<file path="config.mk">
export PLATFORM = sky130hd
export DESIGN_NAME = mmre_top
export DESIGN_NICKNAME = d
export VERILOG_FILES = /design/src/logic/mmre_pkg.sv /design/src/logic/mmre_grp_if.sv /design/src/logic/mmre_grp_mem.sv /design/src/logic/mmre_top.sv
export SDC_FILE = /design/constraint.sdc
export NUM_CORES = 1
export LEC_CHECK = 0
export ABC_AREA = 1
export BUFFER_PORTS_ARGS = -buffer_cell sky130_fd_sc_hd__buf_2
export CAP_MARGIN = 30
export CORE_MARGIN = 4
export CORE_UTILIZATION = 50
export DETAILED_ROUTE_END_ITERATION = 7
export GPL_ROUTABILITY_DRIVEN = 0
export PLACE_DENSITY = 0.73
export SYNTH_ARGS = -nofsm -noshare
export SYNTH_HDL_FRONTEND = slang
export SYNTH_SLANG_ARGS = --single-unit
</file>
<file path="constraint.sdc">
create_clock -name clk -period 3.7 [get_ports clk]
set_clock_uncertainty 0.2 [all_clocks]
set_input_delay 0.185 -clock clk [delete_from_list [all_inputs] [get_ports clk]]
set_output_delay 0.185 -clock clk [all_outputs]
set_load 0.1 [all_outputs]
</file>
<file path="src/logic/mmre_pkg.sv">
// package for the mac management read/event/group block
// shared by the top module, the group address memory and its interface
package mmre_pkg;
  localparam int ADDR_W = 48;
  localparam int VAL_W = 48;
  localparam int GRP_DEPTH = 8;
  localparam int GRP_IDX_W = 3;
  localparam int GRP_CNT_W = 4;
  localparam int MASK_W = 8;
  localparam logic [ADDR_W-1:0] BCAST_ADDR = {ADDR_W{1'b1}};
  localparam logic [ADDR_W-1:0] NULL_ADDR = {ADDR_W{1'b0}};
  localparam logic [ADDR_W-1:0] ADDR_ZERO = {ADDR_W{1'b0}};
  localparam logic [VAL_W-1:0] VAL_ZERO = {VAL_W{1'b0}};
  localparam logic [MASK_W-1:0] MASK_RESET = 8'h00;

  typedef enum logic [2:0] {
    VAR_SUCCESSOR = 3'h0,
    VAR_PREDECESSOR = 3'h1,
    VAR_RETRY_COUNT = 3'h2,
    VAR_IN_RING = 3'h3,
    VAR_EVENT_MASK = 3'h4
  } mmre_var_t;

  typedef enum logic [1:0] {
    EVT_NONE = 2'h0,
    EVT_SUCC_CHANGE = 2'h1,
    EVT_SUCC_NULL = 2'h2
  } mmre_event_t;

  typedef enum logic [1:0] {
    FLT_NONE = 2'h0,
    FLT_DUP_ADDR = 2'h1,
    FLT_BAD_TX = 2'h2
  } mmre_fault_t;

  localparam logic STATUS_OK = 1'b1;
  localparam logic STATUS_FAIL = 1'b0;
endpackage

</file>
<file path="src/logic/mmre_grp_if.sv">
// group address memory port bundle
// written by the top module, read by the memory module on the same clock; rdAddr is driven back by the memory
`timescale 1ns/100ps
interface mmre_grp_if;
  import mmre_pkg::*;
  logic wrEn;
  logic [GRP_IDX_W-1:0] wrIdx;
  logic [ADDR_W-1:0] wrAddr;
  logic [GRP_IDX_W-1:0] rdIdx;
  logic [ADDR_W-1:0] rdAddr;
  modport ctrl (output wrEn, output wrIdx, output wrAddr, output rdIdx, input rdAddr);
  modport mem (input wrEn, input wrIdx, input wrAddr, input rdIdx, output rdAddr);
endinterface

</file>
<file path="src/logic/mmre_grp_mem.sv">
// group address memory: one write port, registered read port
// assumes a single clock and a synchronous active-high reset
`timescale 1ns/100ps
module mmre_grp_mem
  import mmre_pkg::*;
(
  input wire logic clk,
  input wire logic srst,
  mmre_grp_if.mem grp
);
  logic [ADDR_W-1:0] mem_q [GRP_DEPTH];

  always_ff @(posedge clk)
  begin
    if (grp.wrEn)
    begin
      mem_q[grp.wrIdx] <= grp.wrAddr;
    end
  end

  always_ff @(posedge clk)
  begin
    if (srst)
    begin
      grp.rdAddr <= ADDR_ZERO;
    end
    else
    begin
      grp.rdAddr <= mem_q[grp.rdIdx];
    end
  end
endmodule

</file>
<file path="src/logic/mmre_top.sv">
// mac station management read, event, fault and group filter block
// sits between the station management entity and the mac protocol machine;
// one clock, synchronous reset, all inputs from logic on the same clock
`timescale 1ns/100ps
module mmre_top
  import mmre_pkg::*;
(
  input wire logic clk,
  input wire logic srst,
  // read and write requests
  input wire logic readReq,
  input wire logic writeReq,
  input wire mmre_pkg::mmre_var_t varId,
  input wire logic [mmre_pkg::VAL_W-1:0] writeValue,
  output logic confirmValid,
  output mmre_pkg::mmre_var_t confirmVarId,
  output logic [mmre_pkg::VAL_W-1:0] confirmValue,
  output logic confirmStatus,
  output logic writeConfirmValid,
  output logic writeConfirmStatus,
  // mac protocol machine state
  input wire logic [mmre_pkg::ADDR_W-1:0] successorAddress,
  input wire logic [mmre_pkg::ADDR_W-1:0] predecessorAddress,
  input wire logic [15:0] retryCount,
  input wire logic inRing,
  input wire logic enterOffline,
  input wire logic dupAddrSeen,
  input wire logic badTxSeen,
  output logic eventValid,
  output mmre_pkg::mmre_event_t eventType,
  output logic faultValid,
  output mmre_pkg::mmre_fault_t faultType,
  // group filter load, one address per beat
  input wire logic groupLoadStart,
  input wire logic groupAddrValid,
  input wire logic [mmre_pkg::ADDR_W-1:0] groupAddr,
  input wire logic groupLoadEnd,
  output logic groupConfirmValid,
  output logic groupConfirmStatus,
  // received frame filter
  input wire logic frameValid,
  input wire logic frameIsControl,
  input wire logic [mmre_pkg::ADDR_W-1:0] frameDest,
  input wire logic [mmre_pkg::ADDR_W-1:0] ownStationAddress,
  input wire logic monitorAllData,
  input wire logic monitorAllFrames,
  output logic frameAccept,
  output logic frameDone
);
  import mmre_pkg::*;

  mmre_grp_if grp ();

  mmre_grp_mem uMem (
    .clk(clk),
    .srst(srst),
    .grp(grp)
  );

  function automatic logic [VAL_W-1:0] padAddr(input logic [ADDR_W-1:0] a);
    padAddr = VAL_W'(a);
  endfunction

  //////////////////////////////////////////////////////////////////////////////
  // read and write service

  logic [MASK_W-1:0] eventMask_q;

  always_ff @(posedge clk)
  begin
    if (srst)
    begin
      confirmValid <= 1'b0;
      confirmVarId <= VAR_SUCCESSOR;
      confirmValue <= VAL_ZERO;
      confirmStatus <= STATUS_FAIL;
    end
    else
    begin
      confirmValid <= readReq;
      if (readReq)
      begin
        confirmVarId <= varId;
        confirmStatus <= STATUS_OK;
        unique case (varId)
          VAR_SUCCESSOR: confirmValue <= padAddr(successorAddress);
          VAR_PREDECESSOR: confirmValue <= padAddr(predecessorAddress);
          VAR_RETRY_COUNT: confirmValue <= VAL_W'(retryCount);
          VAR_IN_RING: confirmValue <= VAL_W'(inRing);
          default:
          begin
            confirmValue <= VAL_ZERO;
            confirmStatus <= STATUS_FAIL;
          end
        endcase
      end
    end
  end

  always_ff @(posedge clk)
  begin
    if (srst)
    begin
      eventMask_q <= MASK_RESET;
      writeConfirmValid <= 1'b0;
      writeConfirmStatus <= STATUS_FAIL;
    end
    else
    begin
      writeConfirmValid <= writeReq;
      if (writeReq)
      begin
        writeConfirmStatus <= (varId == VAR_EVENT_MASK) ? STATUS_OK : STATUS_FAIL;
        if (varId == VAR_EVENT_MASK)
        begin
          eventMask_q <= writeValue[MASK_W-1:0];
        end
      end
    end
  end

  //////////////////////////////////////////////////////////////////////////////
  // events and faults

  logic [ADDR_W-1:0] prevSucc_q;

  always_ff @(posedge clk)
  begin
    if (srst)
    begin
      prevSucc_q <= NULL_ADDR;
    end
    else
    begin
      prevSucc_q <= successorAddress;
    end
  end

  always_ff @(posedge clk)
  begin
    if (srst)
    begin
      eventValid <= 1'b0;
      eventType <= EVT_NONE;
    end
    else
    begin
      eventValid <= 1'b0;
      if (successorAddress != prevSucc_q && eventMask_q != MASK_RESET)
      begin
        eventValid <= 1'b1;
        eventType <= (successorAddress == NULL_ADDR) ? EVT_SUCC_NULL : EVT_SUCC_CHANGE;
      end
    end
  end

  // fault at offline entry
  // duplicate address wins when both causes are seen together
  always_ff @(posedge clk)
  begin
    if (srst)
    begin
      faultValid <= 1'b0;
      faultType <= FLT_NONE;
    end
    else
    begin
      faultValid <= 1'b0;
      if (enterOffline && (dupAddrSeen || badTxSeen))
      begin
        faultValid <= 1'b1;
        faultType <= dupAddrSeen ? FLT_DUP_ADDR : FLT_BAD_TX;
      end
    end
  end

  //////////////////////////////////////////////////////////////////////////////
  // group address load and frame filter

  typedef enum {F_IDLE, F_SCAN, F_WAIT} mmre_filt_t;
  mmre_filt_t filt_q;
  logic [GRP_CNT_W-1:0] loadCnt_q;
  logic [GRP_CNT_W-1:0] grpCount_q;
  logic [GRP_IDX_W-1:0] scanIdx_q;
  logic [ADDR_W-1:0] dest_q;
  logic loading_q;
  logic overflow_q;

  assign grp.wrEn = loading_q && groupAddrValid && loadCnt_q < GRP_CNT_W'(GRP_DEPTH);
  assign grp.wrIdx = loadCnt_q[GRP_IDX_W-1:0];
  assign grp.wrAddr = groupAddr;
  assign grp.rdIdx = scanIdx_q;

  always_ff @(posedge clk)
  begin
    if (srst)
    begin
      loading_q <= 1'b0;
      loadCnt_q <= '0;
      grpCount_q <= '0;
      overflow_q <= 1'b0;
      groupConfirmValid <= 1'b0;
      groupConfirmStatus <= STATUS_FAIL;
    end
    else
    begin
      groupConfirmValid <= 1'b0;
      if (groupLoadStart)
      begin
        loading_q <= 1'b1;
        loadCnt_q <= '0;
        overflow_q <= 1'b0;
        grpCount_q <= '0;
      end
      else if (loading_q && groupLoadEnd)
      begin
        loading_q <= 1'b0;
        grpCount_q <= overflow_q ? '0 : loadCnt_q;
        groupConfirmValid <= 1'b1;
        groupConfirmStatus <= overflow_q ? STATUS_FAIL : STATUS_OK;
      end
      else if (loading_q && groupAddrValid)
      begin
        if (grp.wrEn)
        begin
          loadCnt_q <= loadCnt_q + GRP_CNT_W'(1);
        end
        else
        begin
          overflow_q <= 1'b1;
        end
      end
    end
  end

  // filter walk over the stored set
  always_ff @(posedge clk)
  begin
    if (srst)
    begin
      filt_q <= F_IDLE;
      scanIdx_q <= '0;
      dest_q <= ADDR_ZERO;
      frameAccept <= 1'b0;
      frameDone <= 1'b0;
    end
    else
    begin
      frameDone <= 1'b0;
      unique case (filt_q)
        F_IDLE:
        begin
          if (frameValid)
          begin
            dest_q <= frameDest;
            scanIdx_q <= '0;
            if (frameDest == BCAST_ADDR || frameDest == ownStationAddress ||
                monitorAllFrames || (monitorAllData && !frameIsControl) ||
                grpCount_q == '0 || loading_q)
            begin
              frameAccept <= frameDest == BCAST_ADDR || frameDest == ownStationAddress ||
                monitorAllFrames || (monitorAllData && !frameIsControl);
              frameDone <= 1'b1;
            end
            else
            begin
              filt_q <= F_WAIT;
            end
          end
        end
        F_WAIT:
        begin
          filt_q <= F_SCAN;
        end
        F_SCAN:
        begin
          if (grp.rdAddr == dest_q ||
              GRP_CNT_W'(scanIdx_q) + GRP_CNT_W'(1) >= grpCount_q)
          begin
            frameAccept <= grp.rdAddr == dest_q;
            frameDone <= 1'b1;
            filt_q <= F_IDLE;
          end
          else
          begin
            scanIdx_q <= scanIdx_q + GRP_IDX_W'(1);
            filt_q <= F_WAIT;
          end
        end
      endcase
    end
  end
endmodule

</file>
==> results of run 1 <==
## layout make-up
| cell class | count | area share |
|---|---|---|
| clock inverters | 31 | 0.01297 |
| inverters | 145 | 0.01691 |
| clock buffers | 81 | 0.05092 |
| flip-flops and latches | 616 | 0.4992 |
| repair buffers | 680 | 0.1580 |
| diodes | 11 | 0.0008493 |
| well taps | 664 | 0.02563 |
| multi-input cells | 1561 | 0.2355 |
## report_power, final
part	switching (W)	internal [W]
sequential	0.0000835	0.00744
combinational	0.000924	0.000595
clock	0.00256	0.00376
total	0.00357	0.0118
## registers in the layout (all words and copies together), names as in the netlist, 2 cells and up
name and flops:
dest_q 48, confirmVarId 3, eventMask_q 8, grpCount_q 4, uMem.mem_q 384, faultType 2, prevSucc_q 48, loadCnt_q 4
eventType 2, confirmValue 48, grp.rdIdx 3, uMem.grp.rdAddr 48, filt_q 2
## worst max path at each step
| stage | start | endpoint | slack, ns | depth (start not counted) |
|---|---|---|---|---|
| after floorplan | loading_q | uMem.mem_q[7][0] | 0.38 | 4 |
| after global placement | loading_q | uMem.mem_q[3][32] | 1.26 | 5 |
| after detailed placement | loading_q | uMem.mem_q[3][28] | 1.22 | 5 |
| after CTS | srst | dest_q[7] | 0.56 | 8 |
| after global routing | varId[0] | confirmValue[5] | 0.29 | 10 |
| final | varId[0] | confirmValue[2] | 0.30 | 10 |
## metrics by stage
step / utilization / setup slack, ns / cells / total power, W / hold slack [ns]
after detailed placement: 0.5554 / 1.223 / 3365 / 0.008855 / 0.2328
after floorplan: - / 0.3772 / 2450 / 0.008385 / 0.08387
final: 0.6594 / 0.2994 / 3789 / 0.01537 / 0.03478
after global placement: 0.5550 / 1.257 / 3364 / 0.008821 / 0.2170
after CTS: 0.6588 / 0.5647 / 3778 / 0.01534 / 0.01193
after global routing: 0.6591 / 0.2916 / 3784 / 0.01584 / 0.1597
## worst max-delay path, stage by stage
cell           delay [ns]
dlygate4sd3_1        0.54
buf_2                0.17
nor2_1               0.18
nand2_1              0.57
buf_4                0.43
o211ai_1             0.16
dlygate4sd3_1        0.61
nand2_1              0.07
dlygate4sd3_1        0.60
a21oi_1              0.18
## logic make-up after synthesis
group                      count (synthesis)
DFF                                      616
buffers and inverters                    273
and+or+nand+nor                          879
xor gates and xnor gates                 113
adders and majority gates                  6
AOI/OAI and AO/OA                        563
## per-layer routing
layer	up-vias	routed length, um	GRT usage	share of wire
met5	-	50	0	0.00064
met4	8	3966	0.1393	0.051
met3	287	8507	0.07793	0.11
met2	1337	36200	0.4639	0.46
met1	10010	29570	0.3449	0.38
li1	9574	-	-	-
## what timing repair did
action / CTS / global route
endpoints found under the setup margin: 0 / 0
hold endpoints to repair: 566 / 0
hold buffers: 301 / 0
gates resized for setup: 0 / 0
## layout by cell type, fill, tap and decap left out, types with 8 or more instances in the layout
cell type / instances
bufinv_16: 9
buf_2: 345
buf_12: 10
o21ai_1: 86
nand4_1: 9
xnor2_1: 96
o22ai_1: 48
nand3_1: 23
dlygate4sd3_1: 301
clkbuf_16: 60
a21oi_1: 109
diode_2: 11
clkinv_2: 12
edfxtp_1: 384
o21ai_0: 251
nor4_1: 14
clkbuf_1: 14
nand2_1: 342
nor2_1: 433
nor3_1: 23
nor2_4: 8
inv_1: 131
or2_2: 10
o211ai_1: 15
buf_4: 24
xor2_1: 17
inv_2: 11
dfxtp_1: 230
a31oi_1: 48
==> impl_metrics.csv, run 1 <==
group,metric,value,unit
global_route,grt_max_degree,194,
cells_and_area,final_nets,3391,
placed_design,dp_hpwl,43.03,mm
logic_synthesis,synthAdderAreaFrac,0.003006,
worst_setup_path,regToRegStartpoint,"grp.rdIdx[0]",
global_route,overflow,0,
logic_synthesis,synthMuxAreaShare,0,
logic_synthesis,synthSimpleGateAreaFrac,0.1408,
cells_and_area,drive_gt1_frac,0.1654,
timing,fmax,294.1,MHz
clocking,cts_buffer_depth,3,
drt,ant_nets,0,
logic_synthesis,synth_edf_count,384,
logic_synthesis,synth_cells,2450,
cells_and_area,fillerInstances,3356,
logic_synthesis,synth-async-reset-ratio,0,
logic_synthesis,ys_top_cells_by_area,"edfxtp_1, dfxtp_1, nor2_1, nand2_1, o21ai_0",
clocking,clock_sinks,616,
timing,fin_tns_setup,0,ns
logic_synthesis,yosys_warnings,0,
global_route,grt_pass1_wl,118.3,mm
timing,hold_violations,0,
timing,max_slew.worst_pin.slew,0.9537,ns
power,p_leak,12.50,nW
timing,slew_violations,0,
cells_and_area,syn2layout_area_growth,29.78,%
placed_design,placedInstanceArea,0.02730,mm^2
drt,vias,21216,
timing,maxSlewHeadroom,0.3627,
worst_setup_path,r2r_end,"filt_q[1]",
worst_setup_path,reg2reg_depth,10,
clocking,cts_buffers,59,
min_path,min_path_type,"in -> reg",
drt,route.detailed.drc,0,
timing,setup_viol,0,
logic_synthesis,post-synth-top-count-cell,"nor2_1",
floorplan,fp-row-count,81,
timing,period_share,0.9191,
logic_synthesis,ys_seq_area_frac,0.6477,
drt,vias_per_cell,5.599,
clocking,clock_latency,0.63,ns
min_path,holdPathEnd,"frameAccept",
min_path,holdPathStages,9,
power,power_density,474.1,mW/mm^2
logic_synthesis,synth.avg_cell_area,10.19,um^2
worst_setup_path,cp_max_fo,25,
clocking,post_cts_buffers,0,
drt,drt-total-wl,78.29,mm
clocking,cts_root_buf,"clkbuf_16",
timing,rsz0062_at_grt,"false",
worst_setup_path,cp-start-kind,"primary input",
flow_run,maxCapViolCount,0,
logic_synthesis,yosys.area.top_type,"edfxtp_1",
min_path,holdCritStartpoint,"monitorAllData",
global_route,track_usage,0.2825,
floorplan,die_h,231.5,um
logic_synthesis,synth_top_family_by_area,"simple AND/OR/NAND/NOR gates",
floorplan,core,0.04915,mm^2
clocking,h-tree-depth,2,
logic_synthesis,synth-xor-area-share,0.03963,
logic_synthesis,synth_compound_area_frac,0.1198,
logic_synthesis,synthFlopType,"edfxtp_1",
drt,avgRoutedWirePerCell,20.66,um
floorplan,pin_count,387,
power,max-vdd-ir-drop,453.8,uV
global_route,antenna_found_initial,14,
drt,drt_iter0_markers,2236,
logic_synthesis,yosysUniqueCellTypes,37,
clocking,cts_tree,"done",
logic_synthesis,synth_top_area_frac,0.4617,
cells_and_area,fin_area,0.03241,mm^2
worst_setup_path,path_class,"in -> reg",
cells_and_area,multi_input_area,0.007634,mm^2
clocking,cts.reportedPaths.clkPinSlew,0.06,ns
logic_synthesis,syn_area,0.02497,mm^2
worst_setup_path,crit_arrival,3.72,ns
timing,min_period,3.401,ns
cells_and_area,seqCellArea,0.01618,mm^2
placed_design,io_buffer_count,346,
logic_synthesis,syn_nets,2778,
status,status,"finished clean",
logic_synthesis,synth_commonest_cells,"nor2_1, edfxtp_1, nand2_1",
floorplan,initial_core_util,0.5081,
drt,firstDrtPassIters,8,
floorplan,die-area,0.05359,mm^2
global_route,grt_pass1_vias,21402,
floorplan,die_w,231.5,um
worst_setup_path,r2r_slack,1.00,ns
logic_synthesis,synth-seq-cells,616,
worst_setup_path,endpoint_kind,"flop",
worst_setup_path,cp.required,4.02,ns
No activity file was read; power rests on OpenSTA's default activity.
==> run 2: changes to the inputs <==
Settings changed: ABC_AREA 1 to not set.
==> run 2 against run 1 <==
Cell count down 22%. Clock-buffer cell count down 5. Sequential share of layout area up 1.6 points. Global-route usage down 2.0 points. Critical path depth down 1.
==> impl_metrics.csv, run 2 <==
group,metric,value,unit
status,status,"finished clean",
drt,route.detailed.drc,0,
worst_setup_path,path_common_cell,"dlygate4sd3_1",
cells_and_area,mostFrequentLayoutCell,"edfxtp_1",
floorplan,pin_count,387,
logic_synthesis,synth_cells,1660,
flow_run,maxCapViolCount,0,
clocking,clock_sinks,616,
logic_synthesis,synth-async-reset-ratio,0,
clocking,post_cts_buffers,0,
worst_setup_path,path_delay_family,"buffers and inverters",
power,pwr-share-comb,0.094,
worst_setup_path,regToRegStartpoint,"filt_q[1]",
clocking,cts.reportedPaths.clkPinSlew,0.06,ns
floorplan,die-area,0.05168,mm^2
logic_synthesis,yosys.area.top_type,"edfxtp_1",
timing,hold_ws,0.07639,ns
cells_and_area,final_cell_mix,"edfxtp_1, buf_2, dlygate4sd3_1",
clocking,clock_latency,0.61,ns
min_path,holdCritStartpoint,"monitorAllData",
timing,maxSlewHeadroom,0.3221,
drt,firstDrtPassIters,7,
power,max-vdd-ir-drop,441.5,uV
logic_synthesis,synth_top_area_frac,0.4794,
logic_synthesis,yosys_warnings,0,
logic_synthesis,syn_area,0.02405,mm^2
drt,drt_iter0_markers,1487,
logic_synthesis,synth.avg_cell_area,14.49,um^2
placed_design,io_buffer_count,346,
worst_setup_path,cp_max_fo,19,
drt,vias,16893,
clocking,post_cts_resized,0,
logic_synthesis,yosysUniqueCellTypes,42,
placed_design,dp_hpwl,41.01,mm
cells_and_area,syn2layout_area_growth,30.49,%
power,p_clk_frac,0.405,
power,p_leak,11.32,nW
global_route,overflow,0,
clocking,postCtsHoldBufs,284,
logic_synthesis,synth_commonest_cells,"edfxtp_1, dfxtp_1, nand2_1",
placed_design,placedInstanceArea,0.02655,mm^2
timing,max_slew.worst_pin.slew,1.017,ns
worst_setup_path,crit_path_cell_trace,"dlygate4sd3_1 > buf_2 > buf_4 > nor2_1 > and3_1 > nand2_1 > dlygate4sd3_1 > a21oi_1 > dlygate4sd3_1",
worst_setup_path,crit_arrival,3.19,ns
worst_setup_path,r2r_end,"dest_q[44]",
power,p_sw_frac,0.2321,
global_route,grt_pass1_vias,17622,
timing,worst_slack,0.8616,ns
timing,min_period,2.838,ns
power,pwr-share-seq,0.501,
timing,rsz0062_at_grt,"false",
logic_synthesis,syn_nets,1988,
floorplan,die_h,227.3,um
cells_and_area,largest_reg_flops,384,
logic_synthesis,ys_top_cells_by_area,"edfxtp_1, dfxtp_1, mux4_2, xnor2_1, mux2i_1",
clocking,h-tree-depth,2,
timing,slew_violations,0,
clocking,cts_tree,"done",
floorplan,core,0.04765,mm^2
worst_setup_path,critPathBufInv,5,
logic_synthesis,synth_edf_count,384,
power,netSwitchingPower,0.003474,W
global_route,antenna_found_initial,10,
floorplan,die_w,227.3,um
clocking,cts_buffers,59,
cells_and_area,top_register,"uMem.mem_q",
drt,ant_nets,0,
timing,hold_violations,0,
worst_setup_path,cp-startpoint,"varId[1]",
timing,period_share,0.7671,
clocking,cts_buffer_depth,3,
global_route,grt_pass1_wl,103.3,mm
worst_setup_path,r2r_slack,1.04,ns
power,p_int,0.01149,W
drt,avgRoutedWirePerCell,23.26,um
logic_synthesis,ys_seq_area_frac,0.6725,
min_path,holdPathEnd,"filt_q[1]",
worst_setup_path,endpoint_kind,"flop",
worst_setup_path,crit_slowest_cell,"dlygate4sd3_1",
min_path,min_path_type,"in -> reg",
logic_synthesis,synthFlopType,"edfxtp_1",
drt,vias_per_cell,5.699,
logic_synthesis,synth-seq-cells,616,
min_path,holdPathStages,7,
floorplan,initial_core_util,0.5049,
cells_and_area,drive_gt1_frac,0.2491,
global_route,track_usage,0.2623,
worst_setup_path,cp.required,4.05,ns
placed_design,pre_cts_slack,1.128,ns
cells_and_area,final_nets,2617,
worst_setup_path,slowest_delay,0.57,ns
clocking,cts_root_buf,"clkbuf_16",
worst_setup_path,cp-start-kind,"primary input",
logic_synthesis,post-synth-top-count-cell,"edfxtp_1",
worst_setup_path,reg2reg_depth,5,
cells_and_area,fin_area,0.03139,mm^2
floorplan,fp-row-count,80,
timing,fmax,352.3,MHz
timing,fin_tns_setup,0,ns
cells_and_area,utilization,0.6588,
global_route,grt_max_degree,117,
drt,drt-total-wl,68.95,mm
worst_setup_path,path_class,"in -> reg",
timing,setup_viol,0,
power,power_density,476.8,mW/mm^2
==> run 2: cell types whose count changed in the layout (fill, tap and decap cells not counted), sizes merged, moves of 32 or more <==
cell    delta
a31oi     -46
nand4     +33
xor2      +32
nand2    -209
nor2     -318
o21ai    -319
a211oi    +32
mux4      +97
inv      -137
mux2i     +67
nor2b     +71
o22ai     -48
a22oi     +33
==> run 2: layer usage <==
layer  GRT usage  part of all wire  vias to the layer above
met5    0.003687           0.00019                        -
met3     0.06770             0.089                      230
li1            -                 -                     7454
met4      0.1081             0.044                        2
met2      0.4399              0.49                      908
met1      0.3271              0.37                     8299
==> run 2: worst max-delay path by stage <==
stage                   endpoint  cells past startpoint
2_1_floorplan   uMem.mem_q[2][0]                      3
3_3_place_gp   uMem.mem_q[3][27]                      3
3_5_place_dp        grp.rdIdx[0]                      7
4_1_cts           eventMask_q[1]                      9
5_1_grt           eventMask_q[1]                      9
6_report          eventMask_q[6]                      9
==> run 2: tightest hold or removal path, cell delays in order <==
cell and delay [ns]:
buf_2 0.08, and2b_2 0.13, a311o_1 0.12, a31oi_2 0.09
nand3_1 0.09, o21a_1 0.11, nor2_1 0.03
==> run 2: cell type report <==
| cell class | instances | area [um^2] |
|---|---|---|
| antenna | 9 | 22.52 |
| clock buffer | 76 | 1623 |
| clock inverter | 36 | 342.8 |
| fill | 3195 | 16260 |
| inverter | 6 | 22.52 |
| multi-input combinational | 947 | 7566 |
| sequential | 616 | 16180 |
| tap | 615 | 769.5 |
| timing repair buffer | 659 | 4858 |
==> run 2: stage by stage <==
stage          power, W  instances
2_1_floorplan  0.008288       1660
3_3_place_gp   0.008704       2556
3_5_place_dp   0.008735       2558
4_1_cts         0.01499       2954
5_1_grt         0.01545       2962
6_report        0.01497       2964
==> run 2: power by group through the flow <==
stage	clock (W)	combinational [W]	sequential [W]
2_1_floorplan	0	0.000393	0.00789
3_3_place_gp	0	0.00107	0.00763
3_5_place_dp	0	0.00109	0.00764
4_1_cts	0.00615	0.00135	0.00749
5_1_grt	0.00647	0.00147	0.00751
6_report	0.00606	0.00140	0.00750
==> run 2: kinds of logic (layout without fill, tap and decap cells) <==
group                      count (synthesis)  count (layout)  synth area share
AOI/OAI and AO/OA                        184             184           0.04707
xor gates and xnor gates                 146             146           0.05316
adders and majority gates                  6               6          0.003121
buffers and inverters                     97             777           0.01628
DFF                                      616             616            0.6725
muxes                                    164             164            0.1187
other                                      0               9                 0
and+or+nand+nor                          447             447           0.08921
==> run 3: changes to the inputs <==
Clock period 3.7 ns to 2.8 ns, I/O delays scaled along.
==> run 3 against run 2 <==
Die area stayed put. Combinational power is 39% higher. Cell count is 2.0% higher. Total power rose by 36%. Design area increased by 2.8%. First-iteration DRC count increased by 24%. Critical path type unchanged. Critical endpoint is now frameAccept. Largest power group unchanged.
==> impl_metrics.csv, run 3 (synthesized netlist as in run 2, its figures left out) <==
group,metric,value,unit
floorplan,die-area,0.05168,mm^2
worst_setup_path,cp-startpoint,"frameDest[6]",
clocking,h-tree-depth,2,
cells_and_area,drive_gt1_frac,0.2483,
global_route,grt_pass1_vias,18301,
floorplan,core,0.04765,mm^2
floorplan,die_w,227.3,um
min_path,holdCritStartpoint,"groupAddr[7]",
worst_setup_path,path_class,"in -> reg",
timing,rsz0062_at_grt,"false",
global_route,antenna_found_initial,9,
clocking,clock_sinks,616,
cells_and_area,final_nets,2676,
worst_setup_path,cp.required,3.16,ns
clocking,cts_tree,"done",
cells_and_area,final_cell_mix,"edfxtp_1, buf_2, dlygate4sd3_1",
status,status,"finished clean",
global_route,grt_max_degree,116,
drt,avgRoutedWirePerCell,24.09,um
worst_setup_path,reg2reg_depth,6,
timing,maxSlewHeadroom,0.3986,
global_route,grt_pass1_wl,106.9,mm
drt,wl_met1,26.32,mm
worst_setup_path,crit_path_cell_trace,"dlygate4sd3_1 > buf_2 > nand4_1 > nor4_1 > a311o_1 > dlygate4sd3_1 > a31oi_2 > a21oi_2 > or3b_1 > a21oi_2",
power,max-vdd-ir-drop,866.9,uV
floorplan,pin_count,387,
cells_and_area,top_register,"uMem.mem_q",
drt,ant_nets,0,
cells_and_area,largest_reg_flops,384,
clocking,clock_latency,0.63,ns
timing,fin_tns_setup,0,ns
drt,firstDrtPassIters,6,
power,power_density,633.0,mW/mm^2
drt,drt-total-wl,72.83,mm
floorplan,initial_core_util,0.5049,
flow_run,maxCapViolCount,0,
worst_setup_path,cp-start-kind,"primary input",
timing,max_slew.worst_pin.slew,0.9021,ns
worst_setup_path,regToRegStartpoint,"filt_q[1]",
floorplan,die_h,227.3,um
worst_setup_path,crit_slowest_cell,"dlygate4sd3_1",
global_route,track_usage,0.2743,
drt,drt_iter0_markers,1850,
min_path,min_path_type,"in -> reg",
worst_setup_path,crit_arrival,3.08,ns
clocking,cts_buffer_depth,3,
timing,slew_violations,0,
cells_and_area,syn2layout_area_growth,34.14,%
placed_design,dp_hpwl,40.72,mm
clocking,cts.reportedPaths.clkPinSlew,0.06,ns
drt,route.detailed.drc,0,
timing,min_period,2.723,ns
drt,top_layer,"met5",
power,p_total,0.02043,W
floorplan,fp-row-count,80,
timing,period_share,0.9725,
worst_setup_path,slowest_delay,0.60,ns
cells_and_area,mostFrequentLayoutCell,"edfxtp_1",
drt,vias,17530,
timing,setup_viol,0,
clocking,cts_root_buf,"clkbuf_16",
placed_design,io_buffer_count,346,
drt,vias_per_cell,5.799,
timing,hold_violations,0,
power,p_leak,11.69,nW
drt,wl_met2,35.04,mm
global_route,overflow,0,
clocking,cts_buffers,61,
timing,fmax,367.2,MHz
worst_setup_path,cp_max_fo,3,
min_path,holdPathStages,2,
drt,wl_met3,7.234,mm
worst_setup_path,endpoint_kind,"flop",
run 3: changes by cell type in the layout (fill, tap and decap cells not counted), sizes merged:
cell,previous run,this run
dlygate4sd3,284,339
bufinv,6,10
buf,375,377
clkbuf,76,75
clkinvlp,3,4
diode,9,8
inv,7,6
run 3: power by group:
group | switching (W) | leakage [nW] | internal [W] | total [W]
sequential | 0.000113 | 5.38 | 0.00981 | 0.00992
clock | 0.00344 | 1.04 | 0.00512 | 0.00856
combinational | 0.00116 | 5.27 | 0.000781 | 0.00194
run 3: stage by stage:
step | worst slack [ns] | utilization | area, um^2 | cells | hold WS, ns
final | 0.07687 | 0.6772 | 32270 | 3023 | 0.1316
after global routing | 0.06470 | 0.6769 | 32250 | 3018 | 0.1348
after CTS | 0.03376 | 0.6771 | 32260 | 3019 | 0.02701
after floorplan | -0.6814 | - | 24080 | 1660 | 0.03661
after detailed placement | 0.2944 | 0.5606 | 26710 | 2561 | 0.1740
after global placement | 0.3104 | 0.5598 | 26670 | 2559 | 0.1587
run 3: area by class of cell:
class / instances / area [um^2]
clock inverter: 40 / 460.4
inverter: 6 / 22.52
clock buffer: 75 / 1660
sequential: 616 / 16180
tap: 615 / 769.5
multi-input combinational: 947 / 7586
antenna: 8 / 20.02
fill: 3074 / 15380
timing repair buffer: 716 / 5563
run 3: layer usage:
metal / up-vias / GRT usage
met3: 328 / 0.08872
met4: 6 / 0.1364
li1: 7572 / -
met1: 8588 / 0.3271
met2: 1036 / 0.4511
met5: - / 0.01014
run 3: timing repair:
item / 4_1_cts / 5_1_grt
resized for setup: 0 / 7
endpoints found under the setup margin: 0 / 8
hold buffers: 343 / 0
buffers inserted: 0 / 0
hold endpoints to repair: 609 / 0
run 3: final timing paths:
path / slack (ns) / endpoint
setup / recovery: 0.08 / frameAccept
hold / removal: 0.13 / uMem.mem_q[0][7]
setup reg to reg: 0.33 / dest_q[6]
hold reg to reg: 0.27 / dest_q[10]
run 3: critical path: cells and delay by family:
family,cells,cell delay (ns)
AOI/OAI and AO/OA,4,0.95
buffers and inverters,3,1.37
and+or+nand+nor,3,0.62
